==> config.mk <==
export PLATFORM = sky130hd
export DESIGN_NAME = relay_output_matrix_indication
export DESIGN_NICKNAME = d
export VERILOG_FILES = /design/src/rtl/relay_out_pkg.sv /design/src/rtl/pin_sync.sv /design/src/rtl/relay_output_matrix_indication.sv
export VERILOG_INCLUDE_DIRS = /design/src /design/src/rtl
export SDC_FILE = /design/constraint.sdc
export NUM_CORES = 1
export LEC_CHECK = 0
export BUFFER_PORTS_ARGS = -buffer_cell sky130_fd_sc_hd__buf_2
export CORE_AREA = 4 4 85 67
export DETAILED_ROUTE_END_ITERATION = 8
export DIE_AREA = 0 0 89 71
export PLACE_DENSITY = 0.82
export RECOVER_POWER = 100
export SLEW_MARGIN = 20
export SYNTH_ARGS = -nofsm -noshare
export SYNTH_HDL_FRONTEND = slang
export SYNTH_SLANG_ARGS = --single-unit
==> constraint.sdc <==
create_clock -name clk -period 4.5 [get_ports clk]
set_clock_uncertainty 0.05 [all_clocks]
set_input_delay 0.225 -clock clk [delete_from_list [all_inputs] [get_ports clk]]
set_output_delay 0.225 -clock clk [all_outputs]
set_load 0.05 [all_outputs]
==> src/rtl/relay_out_params.svh <==
// Constants for the relay output matrix and indication block
`ifndef RELAY_OUT_PARAMS_SVH
`define RELAY_OUT_PARAMS_SVH
`define NUM_STAGES 4
`define NUM_OUTS 4
`define SGB_BIT_IND 5
`define SGB_BIT_LATCH 6
`define SGB_BIT_REG 7
`define CODE_NONE 4'h0
`define CODE_U1_START 4'h1
`define CODE_LO_START 4'h2
`define CODE_HI_START 4'h3
`define CODE_U2_START 4'h4
`define CODE_TR_START 4'h6
`define CODE_LO_TRIP 4'h7
`define CODE_HI_TRIP 4'h8
`define CODE_TR_TRIP 4'h9
`define FAULT_DIGIT 4'h1
`endif

==> src/rtl/relay_out_pkg.sv <==
// Types for the relay output matrix and indication block
package relay_out_pkg;
  typedef logic [3:0] code_t;
  typedef enum logic [2:0] {
    CLR_NONE = 3'b001,
    CLR_IND = 3'b010,
    CLR_DEEP = 3'b100
  } clr_kind_t;
endpackage

==> src/rtl/pin_sync.sv <==
// Two-flop synchroniser for a bus of asynchronous levels
`timescale 1ns/1ps
`default_nettype none
module pin_sync #(
  parameter int WIDTH = 1
) (
  input wire logic clk,
  input wire logic arst_n,
  input wire logic [WIDTH-1:0] din,
  output logic [WIDTH-1:0] dout
);
  logic [WIDTH-1:0] meta_r;
  logic [WIDTH-1:0] sync_r;
  if (WIDTH < 1) begin : gBadWidth
    $error("pin_sync width must be positive");
  end
  always_ff @(posedge clk or negedge arst_n) begin
    if (!arst_n) begin
      meta_r <= '0;
      sync_r <= '0;
    end else begin
      meta_r <= din;
      sync_r <= meta_r;
    end
  end
  assign dout = sync_r;
endmodule
`default_nettype wire

==> src/rtl/relay_output_matrix_indication.sv <==
// Output matrix, latching, reset sources and indication logic
`timescale 1ns/1ps
`default_nettype none
`include "relay_out_params.svh"
module relay_output_matrix_indication #(
  parameter int NSTG = `NUM_STAGES,
  parameter int NOUT = `NUM_OUTS
) (
  input wire logic clk,
  input wire logic arst_n,
  input wire logic [NSTG-1:0] stageStart,
  input wire logic [NSTG-1:0] stageTrip,
  input wire logic u1Start,
  input wire logic intermittentOp,
  input wire logic [NSTG*NOUT-1:0] startMatrix,
  input wire logic [NSTG*NOUT-1:0] tripMatrix,
  input wire logic [NOUT-1:0] latchSel,
  input wire logic [NSTG-1:0] reclStartSel,
  input wire logic [NSTG-1:0] reclTripSel,
  input wire logic [3:0] manualStartRst,
  input wire logic [2:0] extControlIn,
  input wire logic [8:0] extInSwgA,
  input wire logic [8:0] extInSwgB,
  input wire logic [8:0] extInSwgR,
  input wire logic resetBtn,
  input wire logic programBtn,
  input wire logic panelBankWr,
  input wire logic panelBankVal,
  input wire logic serialBankWr,
  input wire logic serialBankVal,
  input wire logic resetOutputsParam,
  input wire logic resetAllParam,
  input wire logic permFault,
  input wire logic [3:0] faultCode,
  output logic [NOUT-1:0] startOutputs,
  output logic [NOUT-1:0] tripOutputs,
  output logic recloseInitFirst,
  output logic recloseInitSecond,
  output logic recloseInitConfigurable,
  output logic bankSelectParam,
  output logic tripLed,
  output logic [3:0] operationCode,
  output logic intermittentLed,
  output logic supervisionRelay,
  output logic selfSupervisionAlarm,
  output logic [3:0] faultRedDigit,
  output logic [3:0] faultGreenCode,
  output logic clearRegisters
);
  import relay_out_pkg::*;

  // Stage decode is fixed to four stages and needs start output three
  if (NSTG != 4 || NOUT < 3) begin : gBadParams
    $error("Stage count must be 4 and outputs at least 3");
  end

  // ----------------------------------------
  // Input synchronisers
  // ----------------------------------------
  logic [8:0] pinsIn;
  logic [8:0] pinsSync;
  assign pinsIn = {extControlIn, resetBtn, programBtn, panelBankWr,
                   panelBankVal, serialBankWr, serialBankVal};
  pin_sync #(.WIDTH(9)) uSync (
    .clk(clk),
    .arst_n(arst_n),
    .din(pinsIn),
    .dout(pinsSync)
  );
  logic [2:0] extIn;
  logic rstB, prgB, pBankWr, pBankV, sBankWr, sBankV;
  assign extIn = pinsSync[8:6];
  assign rstB = pinsSync[5];
  assign prgB = pinsSync[4];
  assign pBankWr = pinsSync[3];
  assign pBankV = pinsSync[2];
  assign sBankWr = pinsSync[1];
  assign sBankV = pinsSync[0];

  // ----------------------------------------
  // Reset source decode
  // ----------------------------------------
  logic clrInd, clrLatch, clrReg;
  logic [8:0] swg [3];
  assign swg[0] = extInSwgA;
  assign swg[1] = extInSwgB;
  assign swg[2] = extInSwgR;
  always_comb begin
    clrInd = rstB | prgB | resetOutputsParam | resetAllParam;
    clrLatch = prgB | resetOutputsParam | resetAllParam;
    clrReg = (rstB & prgB) | resetAllParam;
    for (int i = 0; i < 3; i++) begin
      if (extIn[i]) begin
        clrInd = clrInd | swg[i][`SGB_BIT_IND] | swg[i][`SGB_BIT_LATCH]
                 | swg[i][`SGB_BIT_REG];
        clrLatch = clrLatch | swg[i][`SGB_BIT_LATCH]
                   | swg[i][`SGB_BIT_REG];
        clrReg = clrReg | swg[i][`SGB_BIT_REG];
      end
    end
  end

  // ----------------------------------------
  // Output matrix and latching
  // ----------------------------------------
  logic [NOUT-1:0] startRaw, tripRaw, latch_r, latch_nxt;
  genvar o;
  generate
    for (o = 0; o < NOUT; o++) begin : gOut
      assign startRaw[o] = |(stageStart & startMatrix[o*NSTG +: NSTG]);
      assign tripRaw[o] = |(stageTrip & tripMatrix[o*NSTG +: NSTG]);
    end
  endgenerate
  always_comb begin
    // Clear only drops held state; a live trip still drives the output
    latch_nxt = (clrLatch ? '0 : latch_r) | (tripRaw & latchSel);
  end

  // ----------------------------------------
  // Indications
  // ----------------------------------------
  logic [NSTG-1:0] startInd_r, startInd_nxt, tripInd_r, tripInd_nxt;
  logic tripLed_nxt, interm_r, interm_nxt, bank_r, bank_nxt;
  code_t code_nxt;
  always_comb begin
    tripInd_nxt = (clrInd ? '0 : tripInd_r) | stageTrip;
    startInd_nxt = stageStart | ((clrInd ? '0 : startInd_r)
                   & manualStartRst & ~tripInd_nxt);
    tripLed_nxt = (clrInd ? 1'b0 : tripLed) | (|stageTrip);
    interm_nxt = (clrInd ? 1'b0 : interm_r)
                 | (intermittentOp & (stageTrip[3] | stageStart[3]));
    // Highest-ranked indication shown; codes are fixed
    if (tripInd_nxt[3]) begin
      code_nxt = `CODE_TR_TRIP;
    end else if (tripInd_nxt[2] | tripInd_nxt[1]) begin
      code_nxt = `CODE_HI_TRIP;
    end else if (tripInd_nxt[0]) begin
      code_nxt = `CODE_LO_TRIP;
    end else if (startInd_nxt[3]) begin
      code_nxt = `CODE_TR_START;
    end else if (startInd_nxt[2]) begin
      code_nxt = `CODE_U2_START;
    end else if (startInd_nxt[1]) begin
      code_nxt = `CODE_HI_START;
    end else if (startInd_nxt[0]) begin
      code_nxt = `CODE_LO_START;
    end else if (u1Start) begin
      code_nxt = `CODE_U1_START;
    end else begin
      code_nxt = `CODE_NONE;
    end
    bank_nxt = bank_r;
    if (sBankWr) begin
      bank_nxt = sBankV;
    end else if (pBankWr) begin
      bank_nxt = pBankV;
    end
    for (int i = 0; i < 3; i++) begin
      if (swg[i][0]) begin
        bank_nxt = bank_nxt | extIn[i];
      end
    end
  end

  // ----------------------------------------
  // Registers
  // ----------------------------------------
  always_ff @(posedge clk or negedge arst_n) begin
    if (!arst_n) begin
      latch_r <= '0;
      startInd_r <= '0;
      tripInd_r <= '0;
      tripLed <= 1'b0;
      interm_r <= 1'b0;
      bank_r <= 1'b0;
      startOutputs <= '0;
      tripOutputs <= '0;
      recloseInitFirst <= 1'b0;
      recloseInitSecond <= 1'b0;
      recloseInitConfigurable <= 1'b0;
      bankSelectParam <= 1'b0;
      operationCode <= `CODE_NONE;
      intermittentLed <= 1'b0;
      supervisionRelay <= 1'b0;
      selfSupervisionAlarm <= 1'b0;
      faultRedDigit <= 4'h0;
      faultGreenCode <= 4'h0;
      clearRegisters <= 1'b0;
    end else begin
      latch_r <= latch_nxt;
      startInd_r <= startInd_nxt;
      tripInd_r <= tripInd_nxt;
      tripLed <= tripLed_nxt;
      interm_r <= interm_nxt;
      bank_r <= bank_nxt;
      startOutputs <= startRaw;
      tripOutputs <= tripRaw | latch_nxt;
      recloseInitFirst <= startRaw[2];
      recloseInitSecond <= startRaw[0];
      recloseInitConfigurable <= |((stageStart & reclStartSel)
                                 | (stageTrip & reclTripSel));
      bankSelectParam <= bank_nxt;
      operationCode <= code_nxt;
      intermittentLed <= interm_nxt;
      supervisionRelay <= ~permFault;
      selfSupervisionAlarm <= permFault;
      // Fault code ignores all display reset sources
      faultRedDigit <= permFault ? `FAULT_DIGIT : 4'h0;
      faultGreenCode <= permFault ? faultCode : 4'h0;
      clearRegisters <= clrReg;
    end
  end
endmodule
`default_nettype wire

==> results.txt <==
Area Overhead vs Synth -> 31.75%
die width -> 89 um
clk slew on worst S/H paths -> 90 ps
Crit-path slowest cell -> o31ai_1
Setup crit start kind -> flop
critical path required time -> 4650 ps
drt drc -> 0
GRT Util Overall -> 17.57%
Most used DFF post-synth -> dfrtp_1
worst slew pin tran -> 636.6 ps
most frequent cells in the layout -> buf_2, dfrtp_1, clkbuf_1
fmax -> 510.0 MHz
initial antenna violation count -> 0
maximum number of pins on one net before global-route repair -> 54
Leak -> 0.001381 uW
Initial DRT Pass Iterations -> 4
most common cell after layout, fill and taps aside -> buf_2
Core Area -> 4817 um^2
initial core utilization -> 44.83%
setup violators final -> 0
total negative slack -> 0 ps
via count -> 1817
Avg Inst Size Synth -> 12.41 um^2
area occupied by registers -> 1326 um^2
Final Cycle Share -> 43.57%
Critical Path Sink Type -> flop
Routed WL -> 5279 um
RSZ-0062 raised after global routing -> no
Setup crit start -> uSync.dout[4]
die area -> 6319 um^2
number of global-route vias before repair -> 1890
Cell Area, Synth -> 2160 um^2
Detailed Place HPWL -> 3845 um
port bufs -> 113
CTS tree -> done
Internal -> 747.5 uW
synthesized flop and latch total -> 53
post-route ant nets -> 0
max incr delay on CP -> 480 ps
Max Slew Vio Count -> 0
Die Ht -> 71 um
Via density -> 5.104
setup bufs post-CTS -> 0
PD cells -> 359.5 nW/um^2
ratio of cells with drive above 1 in the final layout -> 31.76%
area of the multi-input gates -> 670.6 um^2
Max VDD drop -> 0.2421 mV
share of power burned in registers -> 50.5%
Hold-fix buffers, CTS -> 10
GPL Wtd Cong -> 0.8135
fin util -> 59.06%
wire per inst -> 14.83 um
post-CTS sizing -> 0
total CTS buffers -> 5
placed inst area -> 2716 um^2
type of the worst min-delay path -> in -> reg
Worst EP arrival -> 2110 ps
Async S/R FF share, synth -> 100.0%
Skew-Pair Late Insertion Delay -> 300 ps
row cnt -> 22
Post-synth EDFFs -> 0
post-layout net count -> 398
DR iter-0 viols -> 87
number of max-cap violations -> 0
IO Pins -> 132
Clock power frac -> 31.8%
run status -> finished, final reports clean
Setup CP Type -> reg -> reg
Filler cells -> 435
startpoint of the worst hold path -> permFault
first-pass GRT wire length -> 8466 um
number of inserted diodes -> 0
final std cell area, no fill -> 2845 um^2
critical-path maximum fanout -> 9
Design Power -> 1023 uW
min cycle time layout -> 1961 ps
net switching power -> 275.4 uW
register area share after synthesis -> 61.41%
sinks on the clock net -> 53
yosys warns -> 0
relative max-transition margin -> 57.56%
Clock Tree Buf Depth -> 2
combinational power share -> 17.7%
gr ovfl total -> 0
crit path cell chain -> nor3_1 -> nand3_1 -> o31ai_1 -> nor2_1 -> o21ba_1
Switching Fraction -> 26.93%
Placed Cells incl. Taps -> 338
library cells used by synthesis -> 41
Final Hold Viols -> 0
Post-Layout Cell Count -> 356
Worst R2R Start -> uSync.dout[4]
H-tree lvl count -> 2
root buf cell -> clkbuf_8
Syn Inst Count -> 174
layer usage:
metal  share of wire (%)  routed length, um  track usage [%]
met1                  41               2176            21.38
met4                 1.4                 72            6.942
met5                   0                  0                0
met2                  47               2465            29.00
met3                  11                564            5.471
power by group through the flow:
stage / sequential [uW] / combinational, uW / clock [uW]
after floorplan: 573 / 68.0 / 0
after global placement: 524 / 183 / 0
after detailed placement: 526 / 185 / 0
after CTS: 516 / 192 / 339
after global routing: 520 / 200 / 359
final: 516 / 181 / 325
cells by family after synthesis:
logic type / after synthesis / share of synthesized area (%)
AO/OA/AOI/OAI: 56 / 20.91
buffers and inverters: 17 / 5.446
other: 1 / 0.1736
flip-flops: 53 / 61.41
multiplexers: 1 / 0.4635
AND/OR/NAND/NOR: 46 / 11.59
stage by stage:
stage | hold slack (ps) | worst slack, ps
after global routing | 52.63 | 2232
after floorplan | -120.6 | 2961
after detailed placement | 284.7 | 2687
after global placement | 282.4 | 2698
after CTS | 19.77 | 2675
final | 52.55 | 2539
sequential cells by signal, summed over array words and instances, names as in the netlist:
| name | flops |
|---|---|
| interm_r | 1 |
| tripInd_r | 4 |
| latch_r | 4 |
| faultRedDigit | 1 |
| startOutputs | 4 |
| startInd_r | 4 |
| faultGreenCode | 4 |
| recloseInitConfigurable | 1 |
| uSync.meta_r | 9 |
| tripLed | 1 |
| tripOutputs | 4 |
| clearRegisters | 1 |
| uSync.dout | 9 |
| bank_r | 1 |
| supervisionRelay | 1 |
| operationCode | 4 |
area by class of cell:
class,count,share of cell area [%]
Tap cell,60,2.639
Clock buffer,7,3.034
Multi-Input combinational cell,106,23.57
Clock inverter,1,1.055
Inverter,5,0.6596
Timing Repair Buffer,124,22.43
Sequential cell,53,46.61
critical path: cells and delay by family (launching register included):
family | cells | cell delay (ps)
AND/OR/NAND/NOR | 3 | 760
flip-flops | 1 | 390
AO/OA/AOI/OAI | 2 | 660
Yosys cell counts (2+ instances only):
library cell / instances / area share, %
nor2_2: 2 / 0.58
o21ai_0: 3 / 0.70
dfrtp_1: 53 / 61
a31oi_1: 2 / 0.58
buf_6: 4 / 2.1
buf_4: 6 / 2.1
inv_1: 5 / 0.87
nor3_1: 4 / 0.93
o31ai_2: 2 / 1.2
a21o_1: 7 / 2.4
a22o_1: 5 / 2.0
o31ai_1: 3 / 1.0
o21ai_1: 2 / 0.46
nor4bb_1: 3 / 1.4
nand2_1: 14 / 2.4
and2_1: 4 / 1.2
a22oi_1: 20 / 7.0
nor2_1: 10 / 1.7
nand4_1: 3 / 0.87
final timing paths:
path | to | slack [ps] | depth (start not counted)
min in group asynchronous | uSync.dout[2] | 510 | 3
max | operationCode[1] | 2540 | 5
min reg2reg | uSync.dout[8] | 300 | 0
max in group asynchronous | faultGreenCode[2] | 3470 | 3
min | faultRedDigit[0] | 50 | 1
max reg2reg | operationCode[1] | 2540 | 5
Power figures use the tool's default switching activity.
